<file path="src/logic/ata_cmd_pkg.sv">
// constants, opcodes, register map and field layouts of the ata command executor
package ata_cmd_pkg;

	// register indices; the byte address on apb is four times the index
	localparam logic [3:0] IDX_DATA    = 4'h0;
	localparam logic [3:0] IDX_FEATURE = 4'h1;
	localparam logic [3:0] IDX_SECCNT  = 4'h2;
	localparam logic [3:0] IDX_SECNUM  = 4'h3;
	localparam logic [3:0] IDX_CYL_LO  = 4'h4;
	localparam logic [3:0] IDX_CYL_HI  = 4'h5;
	localparam logic [3:0] IDX_DEVHEAD = 4'h6;
	localparam logic [3:0] IDX_COMMAND = 4'h7;
	localparam logic [3:0] IDX_CTRL    = 4'h8;
	localparam logic [3:0] IDX_ID93    = 4'h9;
	localparam logic [3:0] IDX_ID160   = 4'hA;
	localparam logic [3:0] IDX_GEOM    = 4'hB;

	// opcodes handled here
	localparam logic [7:0] OP_NOP         = 8'h00;
	localparam logic [7:0] OP_READ_LONG_A = 8'h22;
	localparam logic [7:0] OP_READ_LONG_B = 8'h23;
	localparam logic [7:0] OP_INIT_PARAMS = 8'h91;
	localparam logic [7:0] OP_IDLE_IMM_A  = 8'h95;
	localparam logic [7:0] OP_IDLE_A      = 8'h97;
	localparam logic [7:0] OP_READ_MULT   = 8'hC4;
	localparam logic [7:0] OP_READ_DMA    = 8'hC8;
	localparam logic [7:0] OP_LOCK        = 8'hDE;
	localparam logic [7:0] OP_UNLOCK      = 8'hDF;
	localparam logic [7:0] OP_IDLE_IMM_B  = 8'hE1;
	localparam logic [7:0] OP_IDLE_B      = 8'hE3;
	localparam logic [7:0] OP_READ_BUF    = 8'hE4;
	localparam logic [7:0] OP_ID_DMA      = 8'hEE;

	// error register bits
	localparam int ERR_ABRT_BIT = 2;
	localparam int ERR_UNC_BIT  = 6;

	// control register fields
	localparam int CTRL_EIGHT_BIT   = 0;
	localparam int CTRL_MULT_EN     = 1;
	localparam int CTRL_PL1_DIS     = 2;
	localparam int CTRL_IDLE_RO     = 4;
	localparam int CTRL_STANDBY_RO  = 5;
	localparam int CTRL_MULT_CNT_LO = 8;

	// reset-result identification word
	localparam logic [7:0]  WORD_RESET_RESULT = 8'h5D;
	localparam logic [15:0] W93_RESET_VALUE   = 16'h4100;
	localparam int          W93_ONE_BIT       = 14;
	localparam int          W93_ALWAYS_ONE    = 8;
	localparam int          W93_M_ANSWERS     = 6;
	localparam int          W93_M_DASP        = 5;
	localparam int          W93_M_PDIAG       = 4;
	localparam int          W93_M_DIAG_OK     = 3;
	localparam int          W93_M_METHOD_LO   = 1;
	localparam int          W93_M_ONE         = 0;
	localparam int          W93_S_PDIAG       = 11;
	localparam int          W93_S_METHOD_LO   = 9;

	// power-requirement identification word
	localparam logic [7:0] WORD_POWER_REQ = 8'hA0;

	// sector geometry of one transfer unit
	localparam int         SECTOR_WORDS = 256;
	localparam logic [7:0] LAST_WORD    = 8'hFF;
	localparam logic [1:0] LAST_ECC     = 2'h3;

	// idle timer base: 5 ms periods at the 20 MHz clock
	localparam int CLOCK_HZ      = 20_000_000;
	localparam int IDLE_TICK_MS  = 5;
	localparam int IDLE_TICK_CYC = CLOCK_HZ / 1000 * IDLE_TICK_MS;

	typedef enum {ST_IDLE, ST_EXEC, ST_FETCH, ST_PIO, ST_ECC, ST_DMA} exec_e;

	// status byte layout
	typedef struct packed {
		logic bsy;
		logic drdy;
		logic df;
		logic dsc;
		logic drq;
		logic corr;
		logic idx;
		logic err;
	} ata_status_s;

endpackage : ata_cmd_pkg

</file>
<file path="src/logic/ata_command_executor.sv">
// ata command executor: task file over apb, pio and dma read engines, idle timer
//
// Local design decision: the APB register port.
`timescale 1ns/1ps

// Notes on behaviour
// master records answers-for-slave, slave-present, diag-passed, own diagnostics in low byte
// master encodes device-number method in bits 2-1: 01 jumper, 10 csel, 11 other
// slave clears low byte; master sets bit 0; bit 8 always reads one
// power word bit 15 marks a valid description; bit 14 stays zero
// bit 13 set without level-one commands; bit 12 set while they are disabled
// bits 11-0 of the power word give maximum current in mA
// EEh returns the 256-word identification block over dma
// 97h/E3h: busy, enter idle, drop busy, interrupt
// idle count nonzero arms power-down after count times 5 ms; zero disarms
// 95h/E1h: busy, idle without touching the power-down timer, interrupt
// 91h takes sectors per track from count and heads-1 from head nibble
// DEh and DFh are accepted and do nothing
// 00h always ends with aborted-command error
// E4h hands out current sector buffer by pio like a one-sector read
// C8h reads 1 to 256 sectors by dma, count zero meaning 256
// dmarq while data ready; host gives dmack and one dior pulse per word
// dma read interrupts only at full completion or unrecoverable error
// address holds last sector read, or the failing sector on error
// dma read aborts while 8-bit transfer mode is enabled
// 22h/23h: one sector of 256 words then four ecc bytes, unchecked
// C4h raises data request and interrupt only at each block start; the code raises data request at every sector, interrupt at block start
// uneven count ends with a partial block of count modulo block size
// C4h aborts when no block size is set or multiple reads are off
// reset word bit 15 zero, bit 14 one, bits 12-0 change only at reset
// a command starts when its opcode is written to the command register
module ata_command_executor
	import ata_cmd_pkg::*;
#(
	parameter int          ADDR_W           = 12,
	parameter int          IDLE_TICK_CYCLES = IDLE_TICK_CYC,
	parameter logic [11:0] MAX_CURRENT_MA   = 12'h064,
	parameter logic        POWER_DESC_VALID = 1'b1,
	parameter logic        NO_PL1_CMDS      = 1'b0
)
(
	input  wire logic              I_CLOCK,
	input  wire logic              I_RESET,
	input  wire logic              I_PSEL,
	input  wire logic              I_PENABLE,
	input  wire logic              I_PWRITE,
	input  wire logic [ADDR_W-1:0] I_PADDR,
	input  wire logic [31:0]       I_PWDATA,
	output logic      [31:0]       O_PRDATA,
	output logic                   O_PREADY,
	output logic                   O_PSLVERR,
	input  wire logic              I_STRAP_SLAVE,
	input  wire logic [1:0]        I_STRAP_METHOD,
	input  wire logic              I_STRAP_ANSWERS,
	input  wire logic              I_STRAP_DASP,
	input  wire logic              I_STRAP_PDIAG,
	input  wire logic              I_STRAP_DIAG_OK,
	input  wire logic              I_DMACK_N,
	input  wire logic              I_DIOR_N,
	output logic                   O_DMARQ,
	output logic      [15:0]       O_DDATA,
	output logic                   O_INTRQ,
	output logic                   O_MEDIA_REQ,
	output logic      [27:0]       O_MEDIA_LBA,
	input  wire logic              I_MEDIA_VALID,
	input  wire logic [15:0]       I_MEDIA_DATA,
	input  wire logic              I_MEDIA_ERR,
	output logic                   O_IDLE,
	output logic                   O_STANDBY
);

	localparam int TW = $clog2(IDLE_TICK_CYCLES + 1);

	exec_e             state_ff;
	logic              pready_ff;
	logic [7:0]        op_ff;
	logic [7:0]        seccnt_ff;
	logic [7:0]        secnum_ff;
	logic [7:0]        cyl_lo_ff;
	logic [7:0]        cyl_hi_ff;
	logic [7:0]        devhead_ff;
	logic [7:0]        error_ff;
	logic              err_ff;
	logic              eight_bit_ff;
	logic              mult_en_ff;
	logic              pl1_dis_ff;
	logic [7:0]        mult_cnt_ff;
	logic [7:0]        spt_ff;
	logic [3:0]        heads_ff;
	logic [15:0]       w93_ff;
	logic              strap_done_ff;
	logic [8:0]        left_ff;
	logic [7:0]        ptr_ff;
	logic [7:0]        blk_pos_ff;
	logic              sec_err_ff;
	logic [31:0]       ecc_ff;
	logic [1:0]        ecc_idx_ff;
	logic              dior_q_ff;
	logic              timer_en_ff;
	logic [7:0]        timer_load_ff;
	logic [7:0]        periods_ff;
	logic [TW-1:0]     tick_ff;
	logic [15:0]       buf_mem [SECTOR_WORDS];

	// apb decode
	wire [3:0]  idx      = I_PADDR[5:2];
	wire        addr_ok  = (I_PADDR[1:0] == 2'b00) && (I_PADDR[ADDR_W-1:6] == '0);
	wire        mapped   = addr_ok && (idx <= IDX_GEOM);
	wire        access   = I_PSEL & I_PENABLE;
	wire        taken    = access & pready_ff;
	wire        wr_take  = taken & I_PWRITE & mapped;
	wire        rd_take  = taken & ~I_PWRITE & mapped;
	wire        hit_data = idx == IDX_DATA;
	wire        hit_cmd  = idx == IDX_COMMAND;
	wire        engaged  = state_ff != ST_IDLE;
	wire        stall    = ~I_PWRITE & hit_data & (state_ff == ST_FETCH);

	// status byte as the host sees it
	ata_status_s status;
	assign status.bsy  = (state_ff == ST_EXEC) || (state_ff == ST_FETCH) || (state_ff == ST_DMA);
	assign status.drdy = 1'b1;
	assign status.df   = 1'b0;
	assign status.dsc  = 1'b1;
	assign status.drq  = (state_ff == ST_PIO) || (state_ff == ST_ECC) || (state_ff == ST_DMA);
	assign status.corr = 1'b0;
	assign status.idx  = 1'b0;
	assign status.err  = err_ff;

	// command decode on the opcode being written
	wire [7:0] new_op   = I_PWDATA[7:0];
	wire       cmd_go   = wr_take & hit_cmd & ~engaged;
	wire       is_idle  = (new_op == OP_IDLE_A) || (new_op == OP_IDLE_B);
	wire       is_imm   = (new_op == OP_IDLE_IMM_A) || (new_op == OP_IDLE_IMM_B);
	wire       is_long  = (new_op == OP_READ_LONG_A) || (new_op == OP_READ_LONG_B);
	wire       is_fetch = is_long || (new_op == OP_READ_DMA) || (new_op == OP_READ_MULT);
	wire       is_known = is_idle || is_imm || is_fetch || (new_op == OP_INIT_PARAMS)
		|| (new_op == OP_LOCK) || (new_op == OP_UNLOCK)
		|| (new_op == OP_READ_BUF) || (new_op == OP_ID_DMA);
	wire       abort_w  = (new_op == OP_NOP) || ~is_known
		|| ((new_op == OP_READ_DMA) && eight_bit_ff)
		|| ((new_op == OP_READ_MULT) && ((mult_cnt_ff == 8'h00) || ~mult_en_ff));
	wire [8:0] total    = (seccnt_ff == 8'h00) ? 9'(SECTOR_WORDS) : {1'b0, seccnt_ff};

	// transfer progress
	wire       op_long    = (op_ff == OP_READ_LONG_A) || (op_ff == OP_READ_LONG_B);
	wire       word_state = (state_ff == ST_PIO) || (state_ff == ST_DMA);
	wire       dior_fall  = dior_q_ff & ~I_DIOR_N;
	wire       dma_pop    = (state_ff == ST_DMA) & dior_fall & ~I_DMACK_N;
	wire       pio_pop    = ((state_ff == ST_PIO) || (state_ff == ST_ECC)) & rd_take & hit_data;
	wire       pop        = dma_pop | pio_pop;
	wire       word_end   = pop & word_state & (ptr_ff == LAST_WORD);
	wire       sec_end    = (word_end & ~op_long) | (pop & (state_ff == ST_ECC) & (ecc_idx_ff == LAST_ECC));
	wire       last_sec   = (left_ff == 9'd1) | sec_err_ff;
	wire       next_sec   = sec_end & ~last_sec;
	wire       fetch_in   = (state_ff == ST_FETCH) & I_MEDIA_VALID;
	wire       fetch_done = fetch_in & (ptr_ff == LAST_WORD);
	wire       fetch_bad  = sec_err_ff | I_MEDIA_ERR;
	wire [7:0] blk_next   = (blk_pos_ff + 8'd1 == mult_cnt_ff) ? 8'h00 : blk_pos_ff + 8'd1;

	// identification words and outgoing data word
	wire [15:0] w160      = {POWER_DESC_VALID, 1'b0, NO_PL1_CMDS, pl1_dis_ff, MAX_CURRENT_MA};
	wire [15:0] ident_w   = (ptr_ff == WORD_RESET_RESULT) ? w93_ff
		: (ptr_ff == WORD_POWER_REQ) ? w160 : 16'h0000;
	wire [15:0] cur_word  = (op_ff == OP_ID_DMA) ? ident_w : buf_mem[ptr_ff];
	wire [7:0]  ecc_byte  = ecc_ff[{ecc_idx_ff, 3'b000} +: 8];

	// interrupt causes
	wire irq_set = (state_ff == ST_EXEC)
		| (cmd_go & ~abort_w & (new_op == OP_READ_BUF))
		| (fetch_done & (op_ff == OP_READ_DMA) & fetch_bad)
		| (fetch_done & (op_ff != OP_READ_DMA) & ((op_ff != OP_READ_MULT) | (blk_pos_ff == 8'h00)))
		| ((state_ff == ST_DMA) & sec_end & last_sec);

	// read data selection
	logic [15:0] rd_val;
	always_comb
	begin
		rd_val = 16'h0000;
		if (hit_data)
			rd_val = (state_ff == ST_ECC) ? {8'h00, ecc_byte} : cur_word;
		else if (idx == IDX_FEATURE)
			rd_val = {8'h00, error_ff};
		else if (idx == IDX_SECCNT)
			rd_val = {8'h00, seccnt_ff};
		else if (idx == IDX_SECNUM)
			rd_val = {8'h00, secnum_ff};
		else if (idx == IDX_CYL_LO)
			rd_val = {8'h00, cyl_lo_ff};
		else if (idx == IDX_CYL_HI)
			rd_val = {8'h00, cyl_hi_ff};
		else if (idx == IDX_DEVHEAD)
			rd_val = {8'h00, devhead_ff};
		else if (hit_cmd)
			rd_val = {8'h00, status};
		else if (idx == IDX_CTRL)
			rd_val = {mult_cnt_ff, 2'b00, O_STANDBY, O_IDLE, 1'b0, pl1_dis_ff, mult_en_ff, eight_bit_ff};
		else if (idx == IDX_ID93)
			rd_val = w93_ff;
		else if (idx == IDX_ID160)
			rd_val = w160;
		else if (idx == IDX_GEOM)
			rd_val = {4'h0, heads_ff, spt_ff};
	end

	// apb answer: one wait state, longer for data reads while a sector is still being fetched
	always_ff @(posedge I_CLOCK or posedge I_RESET)
	begin
		if (I_RESET) begin
			pready_ff <= 1'b0;
			O_PREADY  <= 1'b0;
			O_PRDATA  <= 32'h0000_0000;
			O_PSLVERR <= 1'b0;
		end else begin
			pready_ff <= access & ~pready_ff & ~(stall & mapped);
			O_PREADY  <= access & ~pready_ff & ~(stall & mapped);
			O_PRDATA  <= {16'h0000, rd_val};
			O_PSLVERR <= access & ~pready_ff & ~mapped;
		end
	end

	// task file and control register writes; address advances between sectors
	always_ff @(posedge I_CLOCK or posedge I_RESET)
	begin
		if (I_RESET) begin
			seccnt_ff    <= 8'h00;
			secnum_ff    <= 8'h00;
			cyl_lo_ff    <= 8'h00;
			cyl_hi_ff    <= 8'h00;
			devhead_ff   <= 8'h00;
			eight_bit_ff <= 1'b0;
			mult_en_ff   <= 1'b0;
			pl1_dis_ff   <= 1'b0;
			mult_cnt_ff  <= 8'h00;
		end else begin
			if (next_sec)
				{devhead_ff[3:0], cyl_hi_ff, cyl_lo_ff, secnum_ff} <=
					{devhead_ff[3:0], cyl_hi_ff, cyl_lo_ff, secnum_ff} + 28'd1;
			else if (wr_take & ~engaged) begin
				if (idx == IDX_SECCNT)
					seccnt_ff <= I_PWDATA[7:0];
				if (idx == IDX_SECNUM)
					secnum_ff <= I_PWDATA[7:0];
				if (idx == IDX_CYL_LO)
					cyl_lo_ff <= I_PWDATA[7:0];
				if (idx == IDX_CYL_HI)
					cyl_hi_ff <= I_PWDATA[7:0];
				if (idx == IDX_DEVHEAD)
					devhead_ff <= I_PWDATA[7:0];
			end
			if (wr_take & (idx == IDX_CTRL)) begin
				eight_bit_ff <= I_PWDATA[CTRL_EIGHT_BIT];
				mult_en_ff   <= I_PWDATA[CTRL_MULT_EN];
				pl1_dis_ff   <= I_PWDATA[CTRL_PL1_DIS];
				mult_cnt_ff  <= I_PWDATA[CTRL_MULT_CNT_LO +: 8];
			end
		end
	end

	// reset-result word, built once from the straps right after reset release
	always_ff @(posedge I_CLOCK or posedge I_RESET)
	begin
		if (I_RESET) begin
			w93_ff        <= W93_RESET_VALUE;
			strap_done_ff <= 1'b0;
		end else if (~strap_done_ff) begin
			strap_done_ff <= 1'b1;
			w93_ff        <= W93_RESET_VALUE;
			if (I_STRAP_SLAVE) begin
				w93_ff[W93_S_PDIAG]           <= I_STRAP_PDIAG;
				w93_ff[W93_S_METHOD_LO +: 2]  <= I_STRAP_METHOD;
			end else begin
				w93_ff[W93_M_ANSWERS]         <= I_STRAP_ANSWERS;
				w93_ff[W93_M_DASP]            <= I_STRAP_DASP;
				w93_ff[W93_M_PDIAG]           <= I_STRAP_PDIAG;
				w93_ff[W93_M_DIAG_OK]         <= I_STRAP_DIAG_OK;
				w93_ff[W93_M_METHOD_LO +: 2]  <= I_STRAP_METHOD;
				w93_ff[W93_M_ONE]             <= 1'b1;
			end
		end
	end

	// command sequencer
	always_ff @(posedge I_CLOCK or posedge I_RESET)
	begin
		if (I_RESET)
			state_ff <= ST_IDLE;
		else begin
			case (state_ff)
				ST_IDLE:
					if (cmd_go) begin
						if (abort_w)
							state_ff <= ST_EXEC;
						else if (new_op == OP_ID_DMA)
							state_ff <= ST_DMA;
						else if (new_op == OP_READ_BUF)
							state_ff <= ST_PIO;
						else if (is_fetch)
							state_ff <= ST_FETCH;
						else
							state_ff <= ST_EXEC;
					end
				ST_EXEC:
					state_ff <= ST_IDLE;
				ST_FETCH:
					if (fetch_done) begin
						if (op_ff == OP_READ_DMA)
							state_ff <= fetch_bad ? ST_IDLE : ST_DMA;
						else
							state_ff <= ST_PIO;
					end
				ST_PIO:
					if (word_end)
						state_ff <= op_long ? ST_ECC : (last_sec ? ST_IDLE : ST_FETCH);
				ST_ECC:
					if (sec_end)
						state_ff <= ST_IDLE;
				ST_DMA:
					if (sec_end)
						state_ff <= last_sec ? ST_IDLE : ST_FETCH;
				default:
					state_ff <= ST_IDLE;
			endcase
		end
	end

	// per-command bookkeeping: opcode, sector and block counters, word pointer
	always_ff @(posedge I_CLOCK or posedge I_RESET)
	begin
		if (I_RESET) begin
			op_ff      <= OP_NOP;
			left_ff    <= 9'd0;
			ptr_ff     <= 8'h00;
			blk_pos_ff <= 8'h00;
			ecc_idx_ff <= 2'b00;
		end else if (cmd_go) begin
			op_ff      <= new_op;
			left_ff    <= ((new_op == OP_READ_DMA) || (new_op == OP_READ_MULT)) ? total : 9'd1;
			ptr_ff     <= 8'h00;
			blk_pos_ff <= 8'h00;
			ecc_idx_ff <= 2'b00;
		end else begin
			if (fetch_in | (pop & word_state))
				ptr_ff <= ptr_ff + 8'd1;                                                     // wraps at sector end
			if (pop & (state_ff == ST_ECC))
				ecc_idx_ff <= ecc_idx_ff + 2'd1;
			if (next_sec)
				left_ff <= left_ff - 9'd1;
			if (sec_end & (op_ff == OP_READ_MULT))
				blk_pos_ff <= blk_next;
		end
	end

	// sector buffer fill from media, with running check bytes for long reads
	always_ff @(posedge I_CLOCK)
	begin
		if (fetch_in)
			buf_mem[ptr_ff] <= I_MEDIA_DATA;
	end

	always_ff @(posedge I_CLOCK or posedge I_RESET)
	begin
		if (I_RESET) begin
			ecc_ff     <= 32'h0000_0000;
			sec_err_ff <= 1'b0;
		end else begin
			if (cmd_go | next_sec) begin
				ecc_ff     <= 32'h0000_0000;
				sec_err_ff <= 1'b0;
			end else if (fetch_in) begin
				ecc_ff     <= {ecc_ff[30:0], ecc_ff[31]} ^ {16'h0000, I_MEDIA_DATA};        // not verified on read
				sec_err_ff <= fetch_bad;
			end
		end
	end

	// error reporting and host interrupt; a new cause wins over a status read
	always_ff @(posedge I_CLOCK or posedge I_RESET)
	begin
		if (I_RESET) begin
			error_ff <= 8'h00;
			err_ff   <= 1'b0;
			O_INTRQ  <= 1'b0;
		end else begin
			if (cmd_go) begin
				error_ff <= abort_w ? 8'(1 << ERR_ABRT_BIT) : 8'h00;
				err_ff   <= abort_w;
			end else if (fetch_done & fetch_bad) begin
				error_ff <= 8'(1 << ERR_UNC_BIT);
				err_ff   <= 1'b1;
			end
			if (irq_set)
				O_INTRQ <= 1'b1;
			else if (rd_take & hit_cmd)
				O_INTRQ <= 1'b0;
		end
	end

	// drive geometry and power state
	always_ff @(posedge I_CLOCK or posedge I_RESET)
	begin
		if (I_RESET) begin
			spt_ff        <= 8'h00;
			heads_ff      <= 4'h0;
			O_IDLE        <= 1'b0;
			O_STANDBY     <= 1'b0;
			timer_en_ff   <= 1'b0;
			timer_load_ff <= 8'h00;
			periods_ff    <= 8'h00;
			tick_ff       <= '0;
		end else begin
			if (cmd_go & ~abort_w & (new_op == OP_INIT_PARAMS)) begin
				spt_ff   <= seccnt_ff;
				heads_ff <= devhead_ff[3:0];
			end
			if (cmd_go & ~abort_w & is_idle) begin
				timer_en_ff   <= seccnt_ff != 8'h00;
				timer_load_ff <= seccnt_ff;
			end
			if (cmd_go & ~abort_w & (is_idle | is_imm))
				O_IDLE <= 1'b1;
			if (cmd_go) begin
				O_STANDBY  <= 1'b0;
				periods_ff <= 8'h00;
				tick_ff    <= '0;
			end else if (timer_en_ff & O_IDLE & ~O_STANDBY & ~engaged) begin
				if (tick_ff == TW'(IDLE_TICK_CYCLES - 1)) begin
					tick_ff    <= '0;
					periods_ff <= periods_ff + 8'd1;
					if (periods_ff + 8'd1 == timer_load_ff)
						O_STANDBY <= 1'b1;
				end else
					tick_ff <= tick_ff + TW'(1);
			end
		end
	end

	// dma pins and media request
	always_ff @(posedge I_CLOCK or posedge I_RESET)
	begin
		if (I_RESET) begin
			dior_q_ff   <= 1'b1;
			O_DMARQ     <= 1'b0;
			O_DDATA     <= 16'h0000;
			O_MEDIA_REQ <= 1'b0;
			O_MEDIA_LBA <= 28'h000_0000;
		end else begin
			dior_q_ff   <= I_DIOR_N;
			O_DMARQ     <= (state_ff == ST_DMA) & ~sec_end;
			O_DDATA     <= cur_word;
			O_MEDIA_REQ <= (state_ff == ST_FETCH) & ~fetch_done;
			O_MEDIA_LBA <= {devhead_ff[3:0], cyl_hi_ff, cyl_lo_ff, secnum_ff};
		end
	end

endmodule : ata_command_executor

</file>
<file path="config.mk">
export PLATFORM = sky130hd
export DESIGN_NAME = ata_command_executor
export DESIGN_NICKNAME = d
export VERILOG_FILES = /design/src/logic/ata_cmd_pkg.sv /design/src/logic/ata_command_executor.sv
export SDC_FILE = /design/constraint.sdc
export NUM_CORES = 2
export LEC_CHECK = 0
export ABC_AREA = 1
export BUFFER_PORTS_ARGS = -buffer_cell sky130_fd_sc_hd__buf_2
export CAP_MARGIN = 20
export CELL_PAD_IN_SITES_DETAIL_PLACEMENT = 1
export CELL_PAD_IN_SITES_GLOBAL_PLACEMENT = 2
export CORE_MARGIN = 4
export CORE_UTILIZATION = 47
export DETAILED_ROUTE_END_ITERATION = 6
export GPL_TIMING_DRIVEN = 0
export PLACE_DENSITY_LB_ADDON = 0.1
export REMOVE_ABC_BUFFERS = 1
export SYNTH_ARGS = -nofsm -noshare
export SYNTH_HDL_FRONTEND = slang
export SYNTH_SLANG_ARGS = --single-unit
</file>
<file path="constraint.sdc">
create_clock -name I_CLOCK -period 15.9 [get_ports I_CLOCK]
set_clock_uncertainty 0.15 [all_clocks]
set_input_delay 0.795 -clock I_CLOCK [delete_from_list [all_inputs] [get_ports I_CLOCK]]
set_output_delay 0.795 -clock I_CLOCK [all_outputs]
set_load 0.01 [all_outputs]
</file>
==> key figures <==
Clocking
  • CTS tree: yes
  • Post-CTS Setup Inserts: 0
  • Clk buf depth: 4
  • Total CTS buffers: 459
  • Clock sinks: roughly 4,300
  • CTS HTree Levels: 5
  • Worst-path clk slew: around 0.060 ns
  • Clk root buf: clkbuf_16
  • Clk Latency, worst-skew pair: 0.99 ns

Route
  • Routed vias: between 100k and 150k
  • Routed wire per std cell: between 20 and 30 um
  • DRT iter0 DRCs: about 13,000
  • DRT Pass-1 Iters: 6
  • Final wirelength: 593,000 um
  • Vias per Instance: between 5 and 6
  • Post-DRT Antenna Nets: 0
  • Residual DRC: 0

Timing
  • Relative slew slack: 0.101
  • Fin. max-slew vios: 0
  • Fmax: ~120 MHz
  • Least-Margin Pin Slew: 1.35 ns
  • Setup violators final: 0
  • Worst hold margin: around 0.063 ns
  • RSZ-0062 raised after global routing: false
  • Setup TNS: 0 ns
  • Final worst-path cycle share: 0.543
  • Hold Violations, Final: 0
  • Final min period: roughly 8.6 ns

Die
  • Die H: 620 um
  • Ports: approximately 160
  • Starting Density: 0.473
  • Row cnt: 224
  • Core area: approximately 370,000 um2
  • Die Area: ~380,000 um2
  • Die X: ~620 um

Synthesis
  • Synth Cell Area: around 180,000 um2
  • Post-synth EDFFs: around 4,100
  • Asr flop ratio synth: 0.0575
  • Netlist cell types: 60
  • Register bit total from synthesis: 4,346
  • Ranking of synthesized cells by area: edfxtp_1, nor2_1, o21ai_0
  • Sequential element share of the synthesized area: 0.734
  • Main synth FF type: edfxtp_1
  • Top cell type's share of synthesized area: 0.698
  • YS warnings: 0
  • Avg Cell Area, Syn: 11.8 um2
  • Yosys top cell by area: edfxtp_1
  • Synth Instances: 14,921

Worst setup path
  • Worst endpoint required time: about 17 ns
  • CP peak stage delay: between 0.9 and 1 ns
  • Setup Crit Path Kind: reg -> reg
  • Slowest cell on the critical path: dfrtp_4
  • Critical Path End Type: flip-flop
  • Worst-path fanout max: 229
  • Arrival time worst endpoint: 9.33 ns
  • CP Cell Sequence: buf_16, buf_12, buf_16, buf_16, inv_16, buf_16, buf_16, buf_16, o21ai_0, o22ai_1, nand2_1, nand2_1, o21ai_1, nand2_1, nor2_1, nand3_1, nand2_1, nand3_1, nand2_1, nand2_1
  • CP Launch Type: flip-flop

Power and ir drop
  • Total power draw: 23,600 uW
  • Leakage: 0.0701 uW
  • Pwr per Cell Area: around 120 nW/um2
  • Peak supply drop: ~0.11 mV

Global routing
  • Vias in the first global route: ~120k
  • Grt ovf: 0
  • Global-route wire length before repair: around 860,000 um
  • Total track usage: 0.304
  • Largest net degree at the start of global routing: approximately 260
  • Initial antenna violation count: 22

Final layout
  • Post-Layout Cell Count: 20,434
  • Share of layout cells above drive strength 1: 0.0997
  • Most frequent cells in the layout: edfxtp_1, nor2_1, nand2_1, o21ai_0, o22ai_1
  • Commonest non-fill, non-tap cell in the layout: edfxtp_1
  • Layout area overhead: 15.3%
  • Post-Route Utilization: 0.545
  • Nets: ~15,000

Place
  • # port buffers: between 100 and 150
  • GPL Wtd Cong: a little under 0.9
  • Number of instances in the placed design: ~20,000
  • Dpl hpwl: between 300,000 and 400,000 um

Outcome
  • Outcome: finished, final reports clean

Flow run
  • MaxCap Viol Count: 0

Worst hold path
  • Hold Path Class: in -> reg
==> cells in the mapped netlist, types with 88 or more instances <==
cell,number
o21ai_0,2114
edfxtp_1,4096
dfrtp_1,249
inv_1,316
o22ai_1,478
o21ai_1,424
buf_2,347
clkbuf_1,346
nand2_1,2234
nand4_1,142
nor2_1,3411
nand3_1,213
buf_4,88
==> final timing paths <==
| check | startpoint | endpoint | slack [ns] | cells past startpoint |
|---|---|---|---|---|
| worst max-delay path | ptr_ff[0] | O_PRDATA[6] | 7.27 | 20 |
| worst min-delay path | I_MEDIA_DATA[1] | buf_mem[175][1] | 0.06 | 1 |
| worst max register to register | ptr_ff[0] | O_PRDATA[6] | 7.27 | 20 |
| worst min register to register | devhead_ff[2] | O_MEDIA_LBA[26] | 0.32 | 0 |
| max in group asynchronous | I_RESET | ptr_ff[0] | 14.03 | 5 |
| min in group asynchronous | I_RESET | O_DDATA[15] | 0.11 | 3 |
==> critical path: cells and delay by family (launching register included) <==
| kind | cells | cell delay [ns] |
|---|---|---|
| buffers and inverters | 8 | 2.80 |
| AND/OR/NAND/NOR | 9 | 1.98 |
| AO/OA/AOI/OAI | 3 | 1.23 |
| flip-flops | 1 | 0.91 |
==> power by group <==
group	switching (uW)	total (uW)	leakage [uW]	internal, uW
Combinational	262	312	0.0228	49.8
Clock	4510	10800	0.00725	6240
Sequential	2.46	12500	0.0400	12500
==> final cells by class <==
class                   instances  area, um2
well taps                    4972       6220
flip-flops and latches       4346     129000
repair buffers                593       9470
diodes                          9       22.5
inverters                     331       1280
fillers                     37552     170000
multi-input cells            9348      42000
clock inverters               266       2770
clock buffers                 569      12100
==> repair_timing <==
| action | in CTS | in global routing |
|---|---|---|
| hold endpoints to repair | 238 | 0 |
| hold buffers | 33 | 0 |
| setup endpoints to repair | 0 | 0 |
| gates resized for setup | 0 | 0 |
==> sequential cells by signal (all words and copies together) (netlist names), 8 cells and up <==
name,flops
cyl_lo_ff,8
O_MEDIA_LBA,28
mult_cnt_ff,8
O_PRDATA,16
ptr_ff,8
devhead_ff,8
cyl_hi_ff,8
tick_ff,17
periods_ff,8
buf_mem,4096
seccnt_ff,8
O_DDATA,16
w93_ff,10
ecc_ff,32
timer_load_ff,8
op_ff,8
secnum_ff,8
left_ff,9
blk_pos_ff,8
spt_ff,8
==> per-layer routing <==
metal / wire length (um) / up-vias / track usage / share of wire
met5: 15 / - / 0 / 0.000025
met4: 26300 / 2 / 0.121 / 0.044
met3: 35800 / 946 / 0.0354 / 0.060
met2: 284000 / 3974 / 0.497 / 0.48
met1: 247000 / 62878 / 0.419 / 0.42
li1: - / 52989 / - / -
==> cell families (layout without fill, tap and decap cells) <==
logic type / count (synthesis) / in the layout / synth area share
adder cells (fa/ha/maj): 12 / 12 / 0.000852
multiplexers: 8 / 8 / 0.000511
AO/OA/AOI/OAI: 3159 / 3159 / 0.0943
buffers and inverters: 1242 / 1759 / 0.0333
flip-flops: 4346 / 4346 / 0.734
other: 2 / 26 / 0.0000426
XOR/XNOR: 61 / 61 / 0.00303
AND/OR/NAND/NOR: 6091 / 6091 / 0.134
==> per-stage QoR <==
stage / area [um2] / setup slack (ns)
after floorplan: 172000 / -93.67
after global placement: 178000 / -295.39
after detailed placement: 188000 / 8.08
after CTS: 203000 / 8.07
after global routing: 203000 / 7.55
final: 203000 / 7.27
No activity file was read; power rests on OpenSTA's default activity.
